File: config.mk
export PLATFORM = sky130hd
export DESIGN_NAME = bpc_top
export DESIGN_NICKNAME = d
export VERILOG_FILES = /design/src/bpc_top.v
export VERILOG_INCLUDE_DIRS = /design/src
export SDC_FILE = /design/constraint.sdc
export NUM_CORES = 1
export LEC_CHECK = 0
export BUFFER_PORTS_ARGS = -buffer_cell sky130_fd_sc_hd__buf_4
export CAP_MARGIN = 25
export CORE_MARGIN = 1
export CORE_UTILIZATION = 50
export CTS_CLUSTER_DIAMETER = 120
export DETAILED_ROUTE_END_ITERATION = 6
export HOLD_SLACK_MARGIN = 0.12
export PLACE_DENSITY_LB_ADDON = 0.1
export SLEW_MARGIN = 20
export SYNTH_ARGS = -nofsm -noshare
export SYNTH_HDL_FRONTEND = slang
export SYNTH_SLANG_ARGS = --single-unit
File: constraint.sdc
create_clock -name core_clk -period 11.3 [get_ports core_clk]
set_clock_uncertainty 0.2 [all_clocks]
set_input_delay 1.13 -clock core_clk [delete_from_list [all_inputs] [get_ports core_clk]]
set_output_delay 1.13 -clock core_clk [all_outputs]
set_load 0.01 [all_outputs]
File: src/bpc_defs.vh
// Purpose: Shared constants of the block
// Assumes: Included by bare name; definitions only
// Notes: Decimal figures as sized hex
`ifndef BPC_DEFS_VH
`define BPC_DEFS_VH

// Block word offsets
`define BPC_W_SEQ 6'h00
`define BPC_W_ID 6'h01
`define BPC_W_ARG1 6'h02
`define BPC_W_CNT 6'h02
// Command control ID bases (5000, 5100), max count
`define BPC_CC_P1_BASE 16'h1388
`define BPC_CC_P2_BASE 16'h13ec
`define BPC_CC_MAX_N 16'h0006
// Warm boot 9998, cold boot 9999
`define BPC_ID_WARM 16'h270e
`define BPC_ID_COLD 16'h270f
// Highest legal command index, 99
`define BPC_IDX_MAX 16'h0063
// Port type codes
`define BPC_TYPE_MASTER 3'h0
`define BPC_TYPE_SLAVE 3'h1
`define BPC_TYPE_PT 3'h4
`define BPC_TYPE_PT_SWAP 3'h5
// Modbus functions and limits (125 words, 800 coils)
`define BPC_FN_WR_SINGLE 8'h06
`define BPC_FN_WR_MULTI 8'h10
`define BPC_FN_WR_COILS 8'h0f
`define BPC_MAX_REGS 11'h07d
`define BPC_MAX_COILS 11'h320
// Holding register base, 40001
`define BPC_HREG_BASE 17'h09c41
// Exception codes
`define BPC_EXC_NONE 8'h00
`define BPC_EXC_FUNC 8'h01
`define BPC_EXC_ADDR 8'h02
`define BPC_EXC_VALUE 8'h03
`define BPC_EXC_BUSY 8'h06

`endif

File: src/bpc_top.v
// Purpose: Command control, boot blocks and direct pass-thru writes
// Assumes: One clock; inputs come from logic on that clock
// Notes: Pass-thru writes of both ports share one FIFO toward the backplane
//
// Overview of operation
// - Seq change starts; answer seq+1
// - Request: seq, ID, 62 words
// - Response: seq, ID, 62 words
// - IDs 5001-5006 port 1, 5101-5106 port 2
// - Last ID digit is index count
// - Index 0-99 queues that command
// - Word 1 ID, word 2 count
// - ID 9998 requests warm reset
// - ID 9999 requests cold reset
// - Port type 0,1,4,5 selects mode
// - Pass-thru takes functions 6, 16
// - Coil writes limited to 800 bits (here over 800 answers exception 3, any other coil write exception 1)
// - Bad address answers exception 2
// - Answer only after data queued
// - Full queue discards data, answers busy (here only if full when the path is granted; later words wait)
// - Address plus 40001
// - Swap mode exchanges word bytes
// - Pass-thru bypasses internal database
// - Both ports pass-thru at once
// - Block pass-thru: count, address, data (not implemented here; only direct port writes)
`include "bpc_defs.vh"
`timescale 1ns/1ps
`default_nettype none

// Synchronous FIFO, valid/ready both sides
module bpc_fifo #(
    parameter WIDTH = 33,
    parameter DEPTH = 8,
    parameter AW = 3
) (
    input wire core_clk,
    input wire rst,
    input wire in_valid,
    output wire in_ready,
    input wire [WIDTH-1:0] in_data,
    output wire out_valid,
    input wire out_ready,
    output wire [WIDTH-1:0] out_data
);
    reg [WIDTH-1:0] mem [0:DEPTH-1]; // Storage, no reset needed
    reg [AW-1:0] wptr_q; // Write index
    reg [AW-1:0] rptr_q; // Read index
    reg [AW:0] cnt_q; // Fill level
    wire push;
    wire pop;

    assign in_ready = (cnt_q != DEPTH[AW:0]);
    assign out_valid = (cnt_q != {(AW+1){1'b0}});
    assign out_data = mem[rptr_q];
    assign push = in_valid & in_ready;
    assign pop = out_valid & out_ready;

    // No reset, so it maps to RAM
    always @(posedge core_clk)
    begin
        if (push)
        begin
            mem[wptr_q] <= in_data;
        end
    end

    // Pointers and level
    always @(posedge core_clk or posedge rst)
    begin
        if (rst)
        begin
            wptr_q <= {AW{1'b0}};
            rptr_q <= {AW{1'b0}};
            cnt_q <= {(AW+1){1'b0}};
        end
        else
        begin
            if (push)
            begin
                wptr_q <= (wptr_q == DEPTH[AW-1:0] - 1'b1) ? {AW{1'b0}} : wptr_q + 1'b1;
            end
            if (pop)
            begin
                rptr_q <= (rptr_q == DEPTH[AW-1:0] - 1'b1) ? {AW{1'b0}} : rptr_q + 1'b1;
            end
            if (push & ~pop)
            begin
                cnt_q <= cnt_q + 1'b1;
            end
            else if (pop & ~push)
            begin
                cnt_q <= cnt_q - 1'b1;
            end
        end
    end
endmodule // bpc_fifo

// One Modbus slave port in direct pass-thru mode
module bpc_pt_port #(
    parameter [16:0] HREG_WORDS = 17'h02710
) (
    input wire core_clk,
    input wire rst,
    input wire [2:0] mode,
    input wire hdr_valid,
    output reg hdr_ready_q,
    input wire [7:0] func,
    input wire [15:0] addr,
    input wire [10:0] count,
    input wire wd_valid,
    output reg wd_ready_q,
    input wire [15:0] wd,
    output reg rsp_valid_q,
    output reg [7:0] rsp_exc_q,
    output wire lock_req,
    input wire grant,
    output wire push_valid,
    output wire [32:0] push_data,
    input wire push_ready
);
    localparam [3:0] S_IDLE = 4'b0001; // Waiting for a header
    localparam [3:0] S_ARB = 4'b0010; // Waiting for the shared path
    localparam [3:0] S_DATA = 4'b0100; // Moving or dropping words
    localparam [3:0] S_RSP = 4'b1000; // One-cycle answer
    reg [3:0] st_q;
    reg [3:0] st_d;
    reg keep_q; // Words go to the FIFO, not dropped
    reg swap_q; // Byte swap latched per request
    reg [10:0] left_q; // Words still to take
    reg [16:0] dst_q; // Next processor address
    reg hold_v_q; // One-word holding stage
    reg [15:0] hold_q;
    reg [7:0] exc_d;
    wire pt_mode;
    wire take_hdr;
    wire take_wd;
    wire push;
    wire hold_v_d;
    wire [10:0] words;
    wire [16:0] span;

    assign pt_mode = (mode == `BPC_TYPE_PT) || (mode == `BPC_TYPE_PT_SWAP);
    assign take_hdr = hdr_valid & hdr_ready_q;
    assign take_wd = wd_valid & wd_ready_q;
    assign words = (func == `BPC_FN_WR_SINGLE) ? 11'h001 : count;
    assign span = {1'b0, addr} + {6'h00, words};
    // Sole write path; no database
    assign push_valid = hold_v_q & keep_q & grant;
    assign push = push_valid & push_ready;
    assign push_data = {dst_q, hold_q};
    assign lock_req = st_q[2] | st_q[1];
    assign hold_v_d = take_wd | (hold_v_q & ~push & keep_q);

    // Header checks in priority order
    always @*
    begin
        exc_d = `BPC_EXC_NONE;
        if ((func == `BPC_FN_WR_COILS) && (count > `BPC_MAX_COILS))
        begin
            exc_d = `BPC_EXC_VALUE;
        end
        else if ((func != `BPC_FN_WR_SINGLE) && (func != `BPC_FN_WR_MULTI))
        begin
            exc_d = `BPC_EXC_FUNC;
        end
        else if ((words == 11'h000) || (words > `BPC_MAX_REGS))
        begin
            exc_d = `BPC_EXC_VALUE;
        end
        else if (span > HREG_WORDS)
        begin
            exc_d = `BPC_EXC_ADDR;
        end
    end

    // Next state
    always @*
    begin
        st_d = st_q;
        case (st_q)
            S_IDLE:
            begin
                if (take_hdr)
                begin
                    st_d = (exc_d == `BPC_EXC_NONE) ? S_ARB : S_RSP;
                end
            end
            S_ARB:
            begin
                if (grant)
                begin
                    st_d = S_DATA;
                end
            end
            S_DATA:
            begin
                // Answer once last word is in FIFO or dropped
                if ((left_q == 11'h000) && !hold_v_q)
                begin
                    st_d = S_RSP;
                end
            end
            S_RSP:
            begin
                st_d = S_IDLE;
            end
            default:
            begin
                st_d = S_IDLE;
            end
        endcase
    end

    // Datapath and registered outputs
    always @(posedge core_clk or posedge rst)
    begin
        if (rst)
        begin
            st_q <= S_IDLE;
            hdr_ready_q <= 1'b0;
            wd_ready_q <= 1'b0;
            rsp_valid_q <= 1'b0;
            rsp_exc_q <= 8'h00;
            keep_q <= 1'b0;
            swap_q <= 1'b0;
            left_q <= 11'h000;
            dst_q <= 17'h00000;
            hold_v_q <= 1'b0;
            hold_q <= 16'h0000;
        end
        else
        begin
            st_q <= st_d;
            hdr_ready_q <= (st_d == S_IDLE) & pt_mode & ~take_hdr;
            rsp_valid_q <= (st_d == S_RSP);
            // Take a word only into an empty stage
            wd_ready_q <= (st_d == S_DATA) && !hold_v_d && (left_q - {10'h000, take_wd} != 11'h000);
            if (take_hdr)
            begin
                rsp_exc_q <= exc_d;
                left_q <= words;
                swap_q <= (mode == `BPC_TYPE_PT_SWAP);
                dst_q <= `BPC_HREG_BASE + {1'b0, addr};
            end
            if ((st_q == S_ARB) && grant)
            begin
                // Full at arrival: drop, busy
                keep_q <= push_ready;
                if (!push_ready)
                begin
                    rsp_exc_q <= `BPC_EXC_BUSY;
                end
            end
            if (take_wd)
            begin
                left_q <= left_q - 1'b1;
                hold_q <= swap_q ? {wd[7:0], wd[15:8]} : wd;
            end
            hold_v_q <= hold_v_d;
            if (push)
            begin
                dst_q <= dst_q + 1'b1;
            end
            if (st_q == S_RSP)
            begin
                keep_q <= 1'b0;
            end
        end
    end
endmodule // bpc_pt_port

// Top: command control interpreter plus two pass-thru ports
module bpc_top #(
    parameter [16:0] HREG_WORDS = 17'h02710,
    parameter FIFO_DEPTH = 8
) (
    input wire core_clk,
    input wire rst,
    input wire [15:0] out_seq,
    input wire [15:0] req_id,
    output reg [5:0] req_rd_addr_q,
    input wire [15:0] req_rd_data,
    output reg [15:0] in_seq_q,
    output reg rsp_we_q,
    output reg [5:0] rsp_addr_q,
    output reg [15:0] rsp_data_q,
    output reg cmdq_push_q,
    output reg cmdq_port_q,
    output reg [6:0] cmdq_index_q,
    input wire cmdq_full_p1,
    input wire cmdq_full_p2,
    output reg warm_boot_q,
    output reg cold_boot_q,
    input wire [2:0] p1_type,
    input wire p1_hdr_valid,
    output wire p1_hdr_ready_q,
    input wire [7:0] p1_func,
    input wire [15:0] p1_addr,
    input wire [10:0] p1_count,
    input wire p1_wd_valid,
    output wire p1_wd_ready_q,
    input wire [15:0] p1_wd,
    output wire p1_rsp_valid_q,
    output wire [7:0] p1_rsp_exc_q,
    input wire [2:0] p2_type,
    input wire p2_hdr_valid,
    output wire p2_hdr_ready_q,
    input wire [7:0] p2_func,
    input wire [15:0] p2_addr,
    input wire [10:0] p2_count,
    input wire p2_wd_valid,
    output wire p2_wd_ready_q,
    input wire [15:0] p2_wd,
    output wire p2_rsp_valid_q,
    output wire [7:0] p2_rsp_exc_q,
    output reg bp_we_q,
    output reg [16:0] bp_addr_q,
    output reg [15:0] bp_data_q,
    input wire bp_ready
);
    localparam [5:0] C_IDLE = 6'b000001; // Watching the sequence word
    localparam [5:0] C_RD = 6'b000010; // Index address issued
    localparam [5:0] C_CHK = 6'b000100; // Index word present
    localparam [5:0] C_W1 = 6'b001000; // Writing block ID
    localparam [5:0] C_W2 = 6'b010000; // Writing count
    localparam [5:0] C_SEQ = 6'b100000; // Publishing the sequence
    reg [5:0] cs_q;
    reg [15:0] last_seq_q; // Sequence seen last
    reg [15:0] id_q; // Block being served
    reg [2:0] n_q; // Indexes in this block
    reg [2:0] i_q; // Index being read
    reg [2:0] added_q; // Commands queued
    reg port_q; // 0 = port 1, 1 = port 2
    reg boot_q; // Block is a boot request
    reg [1:0] owner_q; // Pass-thru path owner, one-hot
    wire [15:0] off1;
    wire [15:0] off2;
    wire is_p1;
    wire is_p2;
    wire is_boot;
    wire port_full;
    wire [1:0] lock;
    wire [1:0] pvalid;
    wire [32:0] pdata1;
    wire [32:0] pdata2;
    wire fifo_in_valid;
    wire fifo_in_ready;
    wire [32:0] fifo_in_data;
    wire fifo_out_valid;
    wire fifo_out_ready;
    wire [32:0] fifo_out_data;

    assign off1 = req_id - `BPC_CC_P1_BASE;
    assign off2 = req_id - `BPC_CC_P2_BASE;
    assign is_p1 = (off1 != 16'h0000) && (off1 <= `BPC_CC_MAX_N);
    assign is_p2 = (off2 != 16'h0000) && (off2 <= `BPC_CC_MAX_N);
    assign is_boot = (req_id == `BPC_ID_WARM) || (req_id == `BPC_ID_COLD);
    assign port_full = port_q ? cmdq_full_p2 : cmdq_full_p1;

    // Command control, warm and cold boot interpreter
    always @(posedge core_clk or posedge rst)
    begin
        if (rst)
        begin
            cs_q <= C_IDLE;
            last_seq_q <= 16'h0000;
            in_seq_q <= 16'h0000;
            id_q <= 16'h0000;
            n_q <= 3'h0;
            i_q <= 3'h0;
            added_q <= 3'h0;
            port_q <= 1'b0;
            boot_q <= 1'b0;
            req_rd_addr_q <= 6'h00;
            rsp_we_q <= 1'b0;
            rsp_addr_q <= 6'h00;
            rsp_data_q <= 16'h0000;
            cmdq_push_q <= 1'b0;
            cmdq_port_q <= 1'b0;
            cmdq_index_q <= 7'h00;
            warm_boot_q <= 1'b0;
            cold_boot_q <= 1'b0;
        end
        else
        begin
            rsp_we_q <= 1'b0;
            cmdq_push_q <= 1'b0;
            warm_boot_q <= 1'b0;
            cold_boot_q <= 1'b0;
            case (cs_q)
                C_IDLE:
                begin
                    // Area complete once seq moves
                    if (out_seq != last_seq_q)
                    begin
                        last_seq_q <= out_seq;
                        id_q <= req_id;
                        port_q <= is_p2;
                        boot_q <= is_boot;
                        added_q <= 3'h0;
                        i_q <= 3'h1;
                        req_rd_addr_q <= `BPC_W_ARG1;
                        // Unknown IDs are consumed silently
                        if (is_p1 | is_p2)
                        begin
                            n_q <= is_p1 ? off1[2:0] : off2[2:0];
                            cs_q <= C_RD;
                        end
                        else if (is_boot)
                        begin
                            // Boot spare words unread
                            cs_q <= C_W1;
                        end
                        // Else in_seq untouched
                    end
                end
                C_RD:
                begin
                    cs_q <= C_CHK;
                end
                C_CHK:
                begin
                    if ((req_rd_data <= `BPC_IDX_MAX) && !port_full)
                    begin
                        cmdq_push_q <= 1'b1;
                        cmdq_port_q <= port_q;
                        cmdq_index_q <= req_rd_data[6:0];
                        added_q <= added_q + 1'b1;
                    end
                    if (i_q == n_q)
                    begin
                        cs_q <= C_W1;
                    end
                    else
                    begin
                        i_q <= i_q + 1'b1;
                        req_rd_addr_q <= req_rd_addr_q + 1'b1;
                        cs_q <= C_RD;
                    end
                end
                C_W1:
                begin
                    rsp_we_q <= 1'b1;
                    rsp_addr_q <= `BPC_W_ID;
                    rsp_data_q <= id_q;
                    cs_q <= C_W2;
                end
                C_W2:
                begin
                    rsp_we_q <= 1'b1;
                    rsp_addr_q <= `BPC_W_CNT;
                    rsp_data_q <= {13'h0000, added_q};
                    cs_q <= C_SEQ;
                end
                C_SEQ:
                begin
                    // Seq last, after whole answer
                    in_seq_q <= last_seq_q + 1'b1;
                    warm_boot_q <= boot_q & (id_q == `BPC_ID_WARM);
                    cold_boot_q <= boot_q & (id_q == `BPC_ID_COLD);
                    cs_q <= C_IDLE;
                end
                default:
                begin
                    cs_q <= C_IDLE;
                end
            endcase
        end
    end

    // Two independent pass-thru ports
    bpc_pt_port #(.HREG_WORDS(HREG_WORDS)) u_p1 (
        .core_clk(core_clk), .rst(rst), .mode(p1_type),
        .hdr_valid(p1_hdr_valid), .hdr_ready_q(p1_hdr_ready_q),
        .func(p1_func), .addr(p1_addr), .count(p1_count),
        .wd_valid(p1_wd_valid), .wd_ready_q(p1_wd_ready_q), .wd(p1_wd),
        .rsp_valid_q(p1_rsp_valid_q), .rsp_exc_q(p1_rsp_exc_q),
        .lock_req(lock[0]), .grant(owner_q[0]),
        .push_valid(pvalid[0]), .push_data(pdata1), .push_ready(fifo_in_ready)
    );
    bpc_pt_port #(.HREG_WORDS(HREG_WORDS)) u_p2 (
        .core_clk(core_clk), .rst(rst), .mode(p2_type),
        .hdr_valid(p2_hdr_valid), .hdr_ready_q(p2_hdr_ready_q),
        .func(p2_func), .addr(p2_addr), .count(p2_count),
        .wd_valid(p2_wd_valid), .wd_ready_q(p2_wd_ready_q), .wd(p2_wd),
        .rsp_valid_q(p2_rsp_valid_q), .rsp_exc_q(p2_rsp_exc_q),
        .lock_req(lock[1]), .grant(owner_q[1]),
        .push_valid(pvalid[1]), .push_data(pdata2), .push_ready(fifo_in_ready)
    );

    // Owned per request; writes never mix
    always @(posedge core_clk or posedge rst)
    begin
        if (rst)
        begin
            owner_q <= 2'b00;
        end
        else if ((owner_q & lock) == 2'b00)
        begin
            // Port 1 wins ties; requests are short
            owner_q <= lock[0] ? 2'b01 : (lock[1] ? 2'b10 : 2'b00);
        end
    end

    assign fifo_in_valid = |(pvalid & owner_q);
    assign fifo_in_data = owner_q[1] ? pdata2 : pdata1;
    assign fifo_out_ready = bp_ready;

    bpc_fifo #(.WIDTH(33), .DEPTH(FIFO_DEPTH), .AW(3)) u_fifo (
        .core_clk(core_clk), .rst(rst),
        .in_valid(fifo_in_valid), .in_ready(fifo_in_ready), .in_data(fifo_in_data),
        .out_valid(fifo_out_valid), .out_ready(fifo_out_ready), .out_data(fifo_out_data)
    );

    // Backplane write strobe, one word per pop
    always @(posedge core_clk or posedge rst)
    begin
        if (rst)
        begin
            bp_we_q <= 1'b0;
            bp_addr_q <= 17'h00000;
            bp_data_q <= 16'h0000;
        end
        else
        begin
            bp_we_q <= fifo_out_valid & bp_ready;
            if (fifo_out_valid & bp_ready)
            begin
                bp_addr_q <= fifo_out_data[32:16];
                bp_data_q <= fifo_out_data[15:0];
            end
        end
    end
endmodule // bpc_top
`default_nettype wire

==> key figures, run 1 <==
Timing
  – # setup viols final: 0
  – F_max: 212.2 MHz
  – Worst-Margin Slew: 1.022 ns
  – Final hold violations: 0
  – Tmin final: 4.713 ns
  – Post-Route Setup TNS: 0 ns
  – Hold Slack: 0.2632 ns
  – Pins Over Slew Limit: 0
  – Slew HR: 31.81%
  – Unrepaired setup endpoints after global routing: false
  – Fin crit share: 41.71%

Clock tree
  – CTS clk-pin slew, worst paths: 0.06 ns
  – Clock buffer depth: 3
  – Total setup buffers inserted after CTS: 0
  – Post-CTS Resized: 0
  – Skew-Pair Late Insertion Delay: 0.60 ns
  – CTS tree: done
  – Clk sink count: 535
  – CTS root buf: clkbuf_16
  – Cts hold-fix bufs: 0
  – Total CTS buffers: 55
  – H-tree Lvls: 2

Final layout
  – Register Area: 14,720 sq um
  – Antenna diodes: 0
  – Commonest non-fill, non-tap cell in the layout: buf_4
  – Synthesis-to-finish area growth: 18.38%
  – Layout cells sized above 1: 24.04%
  – Fill count: 4,109
  – Final nets: 2,579
  – Final Cell Area: 30,470 sq um
  – Footprint of the multi-input gates: 10,550 sq um
  – Most frequent cells in the layout: buf_4 (295), dfrtp_1 (265), edfxtp_1 (264), nand2_1 (242), o21ai_0 (143)

Route
  – Iter 0 DRT Violations: 1,213
  – 1st-pass router iterations: 7
  – Via density per instance: 5.825
  – Vias: 18,020
  – Wire per inst: 20.75 um
  – Antenna-violating nets left: 0
  – WL final: 64.17 mm
  – Residual DRC: 0

Die
  – Die Width: 228.9 um
  – Die Height: 228.9 um
  – Starting Density: 50.99%
  – Die Footprint: 52,390 sq um
  – Cell Rows: 82
  – Core Footprint: 50,480 sq um
  – Io pins: 277

Global routing
  – Largest net degree at the start of global routing: 116
  – First-pass GRT wire length: 101.9 mm
  – Grt ovf: 0
  – Initial antenna violation count: 2
  – Vias in the first global route: 18,090
  – Tot GR Track Use: 24.70%

Yosys
  – Yosys cell types: 99
  – Asr flop ratio synth: 50.65%
  – Ys Warns: 0
  – Largest cells by area after synthesis: edfxtp_1 (31%), dfrtp_1 (26%), mux4_2 (5.8%)
  – Mapped Cells: 2,113
  – Post-synth EDFFs: 264
  – Syn avg cell area: 12.18 sq um
  – Top cell type's share of synthesized area: 30.80%
  – Seq cells post-synth: 535
  – Ys flop type: dfrtp_1
  – Seq/Total Area, Yosys: 57.16%
  – Mapped Area: 25,740 sq um
  – Synth area leader: edfxtp_1

Placement
  – DP HPWL: 44.20 mm
  – GP Congestion: 0.9106
  – Port Buffers: 272
  – Placed cell areas: 28,520 sq um

Job
  – Max_cap viols: 0

Worst setup path
  – Worst setup EP type: register
  – CP max stage delay: 0.50 ns
  – Critical-path cell list: buf_4 > nor4_2 > nand2_1 > and2_1 > fa_1 > maj3_1 > a21oi_1 > a221o_2 > o211ai_1 > a31oi_1 > nor2_1 > o41a_1 > o21a_1 > a31o_1
  – Critical path buffers and inverters: 1
  – Slowest CP cell: nor4_2
  – Startpoint Class: input port
  – Crit path max-delay family: compound AO/OA/AOI/OAI gates
  – Worst endpoint data arrival time: 5.00 ns
  – Worst Path Max Fanout: 14
  – Required time of the worst setup path: 11.58 ns
  – Crit Path Class: input port to register

Power and ir drop
  – Pwr dens: 170.7 nW/um^2
  – Pleak: 12.33 nW
  – Max VDD drop: 120.0 uV

Outcome
  – Status: finished clean

Worst hold path
  – Hold Crit Class: register to register
-- path summary, 6_finish.rpt --
check                                  end  slack [ns]  depth (start not counted)       startpoint
min                            warm_boot_q        0.26                          1          id_q[0]
min in group asynchronous         rsp_we_q        0.47                          2              rst
max in group asynchronous     u_p1.st_q[0]        8.33                          6              rst
max reg2reg                u_fifo.cnt_q[3]        7.13                         13  u_fifo.cnt_q[0]
max                           u_p1.st_q[1]        6.59                         14       p1_func[7]
min reg2reg                    warm_boot_q        0.26                          1          id_q[0]
-- cell families (layout without fill, tap and decap cells) --
group	after synthesis	in the layout	synth area share [%]
simple gates	649	649	12.22
flops	535	535	57.16
compound gates	432	432	10.96
mux	211	211	11.79
buf+inv	139	444	2.178
xor+xnor	104	104	3.568
fa+ha+maj	42	42	2.110
other cells	1	4	0.01457
-- report_power, final --
group / internal [W] / switching, W / total [W]
clock: 0.00111 / 0.000766 / 0.00187
sequential: 0.00219 / 0.000140 / 0.00233
combinational: 0.000473 / 0.000527 / 0.00100
-- flip-flops by register name, indices dropped and copies added (netlist names), 6 cells and up --
register / flops
id_q: 16
bp_data_q: 16
u_p1.hold_q: 16
bp_addr_q: 17
in_seq_q: 16
u_p2.dst_q: 17
req_rd_addr_q: 6
u_p1.rsp_exc_q: 8
u_fifo.mem: 264
u_p2.rsp_exc_q: 8
u_p2.hold_q: 16
last_seq_q: 16
cs_q: 6
rsp_data_q: 16
u_p2.left_q: 11
u_p1.left_q: 11
u_p1.dst_q: 17
cmdq_index_q: 7
-- Yosys cell counts (15+ instances only) --
master / number
edfxtp_1: 264
a31oi_1: 15
xor2_1: 49
nand3_1: 42
dfrtp_1: 268
mux2_2: 76
mux4_2: 66
nand4_1: 18
ha_1: 37
a21oi_1: 86
nor4_1: 18
mux2i_1: 68
clkbuf_1: 76
inv_1: 40
and3_1: 21
xnor2_1: 54
o21ai_0: 143
nand2_1: 242
a211oi_1: 20
nor3_1: 51
nand2b_1: 15
nor2_1: 138
and2_1: 22
-- stage by stage --
stage,instances,worst slack [ns],power [W],util (%)
floorplan,2116,2.508,0.002998,-
detailed placement,2986,6.027,0.003372,56.50
finish,3093,6.587,0.005200,60.36
CTS,3090,6.669,0.005256,60.25
global placement,2983,6.169,0.003338,56.38
global route,3093,6.274,0.005434,60.36
-- area by class of cell --
type	count	area share (%)
inverter	40	0.5174
timing repair buffer	300	7.601
clock inverter	43	1.478
tap	672	2.759
clock buffer	61	4.730
multi-input combinational	1442	34.61
sequential	535	48.31
-- routing by layer --
layer	global-route usage [%]	up-vias	share of wire (%)
met5	0	-	0.022
met3	3.967	104	5.2
li1	-	8461	-
met2	39.64	489	47
met1	34.81	8962	45
met4	7.167	2	2.5
No activity file was read; power rests on OpenSTA's default activity.
==> run 2, diff against run 1 <==
Clock period 11.3 ns to 4.3 ns, I/O delays scaled along.
==> run 2 against run 1 <==
Compared with the run above:
- cell area is 5.5% higher
- die area stayed put
- setup slack worse by 6.0 ns
- flip-flop and latch count stayed put
- clock power grew to 2.8 times the previous value
- critical endpoint is now u_p2.rsp_valid_q
- largest cell class unchanged
- largest power group unchanged
- highest routed layer is now met4
==> key figures, run 2 (same netlist as run 1, synthesis figures left out) <==
Outcome
  – Status: finished clean

Timing
  – Tmin final: 3.746 ns
  – Post-Route Setup TNS: 0 ns (unchanged)
  – Final hold violations: 0 (unchanged)
  – # setup viols final: 0 (unchanged)
  – Unrepaired setup endpoints after global routing: false
  – Final worst setup slack: 0.5544 ns (-6.033 ns)
  – Pins Over Slew Limit: 0 (unchanged)
  – F_max: 267.0 MHz
  – Slew HR: 29.17% (-2.6 points)
  – Worst-Margin Slew: 1.062 ns (+0.04059 ns)
  – Fin crit share: 87.11%

Global routing
  – Vias in the first global route: 18,740 (+3.6%)
  – Grt ovf: 0 (unchanged)
  – Largest net degree at the start of global routing: 81 (-30%)
  – Initial antenna violation count: 0 (-2)
  – Tot GR Track Use: 25.21% (+0.52 points)
  – First-pass GRT wire length: 104.6 mm (+2.7%)

Power and ir drop
  – Power consumption: 0.01402 W (+170%)
  – Max VDD drop: 352.7 uV (+190%)
  – Pleak: 13.05 nW (+5.8%)
  – Pwr dens: 436.2 nW/um^2 (+160%)

Die
  – Die Height: 228.9 um (unchanged)
  – Io pins: 277 (unchanged)
  – Starting Density: 50.99% (unchanged)
  – Core Footprint: 50,480 sq um (unchanged)
  – Die Width: 228.9 um (unchanged)
  – Cell Rows: 82 (unchanged)
  – Die Footprint: 52,390 sq um (unchanged)

Route
  – Vias: 18,740 (+4.0%)
  – Via density per instance: 5.760 (-1.1%)
  – Antenna-violating nets left: 0 (unchanged)
  – WL final: 65.50 mm (+2.1%)
  – Iter 0 DRT Violations: 1,218 (+0.41%)
  – Met2 WL post-DR: 31.36 mm (+3.9%)
  – Wire per inst: 20.13 um (-3.0%)
  – Residual DRC: 0 (unchanged)
  – Met3 wire len: 2.741 mm (-18%)
  – DR top layer: met4
  – Met1 wire length: 29.94 mm (+3.1%)
  – 1st-pass router iterations: 5 (-2)

Worst setup path
  – R2R cell count: 13 (unchanged)
  – Startpoint Class: input port
  – Worst setup EP type: register
  – Setup slack, reg-to-reg: 0.90 ns (-6.23 ns)
  – Worst Path Max Fanout: 4 (-10)
  – Worst endpoint data arrival time: 4.01 ns (-0.99 ns)
  – Required time of the worst setup path: 4.57 ns (-7.01 ns)
  – Crit Path Class: input port to register

Final layout
  – Synthesis-to-finish area growth: 24.90%
  – Layout cells sized above 1: 22.98% (-1.1 points)
  – Final Cell Area: 32,150 sq um (+5.5%)
  – Commonest non-fill, non-tap cell in the layout: buf_4
  – Final nets: 2,740 (+6.2%)
  – Most frequent cells in the layout: buf_4 (305), dfrtp_1 (265), edfxtp_1 (264), nand2_1 (242), dlygate4sd3_1 (148)
  – Biggest register: u_fifo.mem
  – Fill count: 3,942 (-4.1%)
  – Max reg flops: 264 (unchanged)
  – Antenna diodes: 0 (unchanged)

Clock tree
  – Clock buffer depth: 3 (unchanged)
  – CTS clk-pin slew, worst paths: 0.06 ns (about the same)
  – CTS tree: done
  – CTS root buf: clkbuf_16
  – Post-CTS Resized: 0 (unchanged)
  – Total setup buffers inserted after CTS: 0 (unchanged)
  – Cts hold-fix bufs: 148 (+148)
  – Clk sink count: 535 (unchanged)
  – Total CTS buffers: 55 (unchanged)
  – H-tree Lvls: 2 (unchanged)
  – Skew-Pair Late Insertion Delay: 0.60 ns (about the same)

Placement
  – Placed cell areas: 28,670 sq um (+0.52%)
  – Port Buffers: 272 (unchanged)
  – GP Congestion: 0.9006 (-1.1%)
  – DP HPWL: 44.02 mm (-0.41%)
  – Pre-CTS WS: 0.1240 ns (-5.903 ns)

Worst hold path
  – Hold Crit Class: input port to register
  – Hold path cells: 4 (+3)

Job
  – Max_cap viols: 0 (unchanged)
run 2: final timing paths:
path / from / to
setup reg to reg: u_fifo.cnt_q[0] / u_fifo.cnt_q[3]
max in group asynchronous: rst / u_p2.st_q[0]
hold / removal: p2_addr[9] / u_p2.dst_q[9]
min in group asynchronous: rst / cmdq_index_q[0]
hold reg to reg: id_q[0] / warm_boot_q
setup / recovery: p2_count[0] / u_p2.rsp_valid_q
run 2: report_power, final:
part / switching [W] / internal [W]
logic: 0.00130 / 0.00134
registers: 0.000469 / 0.00574
clock network: 0.00202 / 0.00316
run 2: metal layers:
layer  vias to the layer above  global-route usage (%)
li1                       8792                       -
met1                      9324                   36.21
met2                       511                   40.71
met3                       110                   3.244
met4                         0                   6.500
met5                         -                       0
run 2: critical path, stage by stage:
cell           delay (ns)
dlygate4sd3_1        0.54
buf_4                0.14
nand2b_1             0.15
ha_1                 0.22
fa_1                 0.43
maj3_1               0.39
a21oi_1              0.19
a221oi_2             0.09
a21oi_1              0.26
o21ai_0              0.23
nand3_1              0.14
mux2_1               0.34
a211oi_2             0.34
a21oi_1              0.12
run 2: stage by stage:
stage / hold slack [ns] / cells / util (%)
final: 0.1562 / 3253 / 63.69
after global routing: 0.1421 / 3253 / 63.69
after CTS: 0.1288 / 3251 / 63.64
after detailed placement: 0.2570 / 3000 / 56.80
after global placement: 0.2579 / 2999 / 56.77
after floorplan: 0.2333 / 2116 / -
run 2: cell type report:
class	instances	area (sq um)	area share (%)
flip-flops and latches	535	14720	45.79
repair buffers	461	3909	12.16
clock inverters	38	550.5	1.712
well taps	672	840.8	2.615
inverters	40	153.9	0.4787
clock buffers	65	1424	4.429
multi-input cells	1442	10550	32.82
==> run 3, diff against run 2 <==
Clock period 4.3 ns to 4.1 ns, I/O delays scaled along.
==> run 3 against run 2 <==
Compared with the run above:
- global-route usage is 0.42 points higher
- first-iteration DRC count is 16% higher
- combinational power is 5% higher
- setup slack worse by 0.13 ns
- register-to-register slack worse by 0.25 ns
==> key figures, run 3 (same netlist as run 1, synthesis figures left out) <==
Clock tree
  – CTS root buf: clkbuf_16
  – CTS clk-pin slew, worst paths: 0.06 ns (about the same)
  – CTS tree: done
  – Clk sink count: 535 (unchanged)
  – Post-CTS Resized: 0 (unchanged)
  – Cts hold-fix bufs: 157 (+6.1%)
  – Total setup buffers inserted after CTS: 0 (unchanged)
  – Total CTS buffers: 56 (+1.8%)
  – Clock buffer depth: 3 (unchanged)
  – H-tree Lvls: 2 (unchanged)
  – Skew-Pair Late Insertion Delay: 0.61 ns (about the same)

Worst setup path
  – Required time of the worst setup path: 4.37 ns (-0.20 ns)
  – Worst Path Max Fanout: 4 (unchanged)
  – Slowest CP cell: dlygate4sd3_1
  – Critical-path cell list: dlygate4sd3_1 > buf_4 > nand2b_1 > ha_1 > fa_1 > maj3_1 > a21oi_1 > a221oi_2 > a21oi_1 > o21ai_0 > nand3_1 > mux2_1 > a211oi_2 > a21oi_1
  – Setup slack, reg-to-reg: 0.65 ns (-0.25 ns)
  – Worst endpoint data arrival time: 3.94 ns (-0.07 ns)
  – Crit Path Class: input port to register
  – Startpoint Class: input port
  – Critical path buffers and inverters: 2 (unchanged)
  – Reg2reg end: u_fifo.cnt_q[3]
  – Reg-to-Reg Start: u_fifo.cnt_q[0]
  – CP most frequent cell: a21oi_1
  – R2R cell count: 14 (+1)
  – CP max stage delay: 0.54 ns (about the same)
  – Crit path max-delay family: compound AO/OA/AOI/OAI gates
  – Worst setup EP type: register

Placement
  – DP HPWL: 44.61 mm (+1.4%)
  – Pre-CTS WS: -0.01404 ns (-0.1380 ns)
  – Placed Cells: 3,008 (+0.27%)
  – GP Congestion: 0.9203 (+2.2%)
  – Port Buffers: 272 (unchanged)

Timing
  – Slew HR: 25.41% (-3.8 points)
  – F_max: 272.1 MHz
  – Final worst setup slack: 0.4245 ns (-0.1298 ns)
  – Tmin final: 3.675 ns
  – Pins Over Slew Limit: 0 (unchanged)
  – Worst-Margin Slew: 1.119 ns (+0.05643 ns)
  – Fin crit share: 89.65%
  – # setup viols final: 0 (unchanged)
  – Unrepaired setup endpoints after global routing: false
  – Final hold violations: 0 (unchanged)

Route
  – Antenna-violating nets left: 0 (unchanged)
  – WL final: 66.27 mm (+1.2%)
  – Wire per inst: 20.27 um (+0.66%)
  – Residual DRC: 0 (unchanged)
  – Iter 0 DRT Violations: 1,413 (+16%)
  – 1st-pass router iterations: 6 (+1)
  – Vias: 18,880 (+0.76%)
  – Via density per instance: 5.773 (+0.23%)

Die
  – Cell Rows: 82 (unchanged)
  – Starting Density: 50.99% (unchanged)
  – Die Height: 228.9 um (unchanged)
  – Io pins: 277 (unchanged)
  – Die Footprint: 52,390 sq um (unchanged)
  – Die Width: 228.9 um (unchanged)
  – Core Footprint: 50,480 sq um (unchanged)

Job
  – Max_cap viols: 0 (unchanged)

Global routing
  – Vias in the first global route: 19,080 (+1.8%)
  – Largest net degree at the start of global routing: 136 (+68%)
  – First-pass GRT wire length: 105.5 mm (+0.86%)
  – Grt ovf: 0 (unchanged)
  – Tot GR Track Use: 25.63% (+0.42 points)
  – Initial antenna violation count: 1 (+1)

Worst hold path
  – Worst Hold End: u_p1.left_q[1]
  – Min-delay src: p1_wd_valid
  – Hold path cells: 4 (unchanged)
  – Hold Crit Class: input port to register

Power and ir drop
  – Pleak: 13.07 nW (+0.18%)
  – Pwr dens: 452.7 nW/um^2 (+3.8%)
  – Power consumption: 0.01456 W (+3.8%)
  – Max VDD drop: 314.9 uV (-11%)

Outcome
  – Status: finished clean

Final layout
  – Biggest register: u_fifo.mem
  – Most frequent cells in the layout: buf_4 (317), dfrtp_1 (265), edfxtp_1 (264), nand2_1 (242), dlygate4sd3_1 (157)
  – Antenna diodes: 0 (unchanged)
  – Synthesis-to-finish area growth: 24.99% (about the same)
  – Final nets: 2,756 (+0.58%)
  – Max reg flops: 264 (unchanged)
  – Post-Layout Cell Count: 3,270 (+0.52%)
  – Layout cells sized above 1: 22.75% (-0.23 points)
  – Commonest non-fill, non-tap cell in the layout: buf_4
-- run 3: report_power, final --
group | total [W] | internal [W] | switching (W) | leakage [nW]
Combinational | 0.00276 | 0.00141 | 0.00135 | 5.99
Clock | 0.00527 | 0.00317 | 0.00211 | 0.933
Sequential | 0.00653 | 0.00603 | 0.000508 | 6.14
-- run 3: worst max-delay path by stage --
stage	from	to	cells past startpoint
detailed placement	p1_func[7]	u_p1.rsp_exc_q[1]	16
finish	p2_count[0]	u_p2.rsp_valid_q	14
CTS	p2_count[0]	u_p2.rsp_valid_q	14
floorplan	u_fifo.cnt_q[0]	u_fifo.mem[2][0]	6
global placement	p2_func[7]	u_p2.st_q[1]	14
global route	p2_count[0]	u_p2.rsp_valid_q	14
-- run 3: worst register-to-register path: stages (launching register included) --
cell	delay (ns)
dfrtp_1	0.45
nor3_1	0.38
a21oi_1	0.22
and3_1	0.36
nor2_1	0.16
buf_4	0.19
inv_1	0.10
ha_1	0.22
inv_1	0.12
ha_1	0.24
a21o_1	0.18
a21oi_1	0.16
xnor2_1	0.14
nor2_1	0.06
xor2_1	0.14
-- run 3: metrics by stage --
step	cell area [sq um]	hold WS, ns	utilization, %	setup TNS (ns)
detailed placement	28690	0.1668	56.83	-0.01404
floorplan	25770	0.2333	-	-44.18
global route	32170	0.1555	63.73	0
finish	32170	0.1532	63.73	0
CTS	32170	0.1272	63.73	0
global placement	28690	0.1681	56.83	0
-- run 3: final cells by class --
class	instances	area, sq um
repair buffers	476	3991
inverters	40	153.9
clock inverters	41	461.7
multi-input cells	1442	10550
fillers	3923	18310
well taps	672	840.8
flip-flops and latches	535	14720
clock buffers	64	1453
-- run 3: layer usage --
metal  up-vias  global-route usage (%)  part of all wire [%]
met5         -                       0                     0
met4         0                   7.479                   2.5
met3       120                   3.431                   5.0
met2       543                   42.11                    48
met1      9395                   35.73                    44
li1       8821                       -                     -
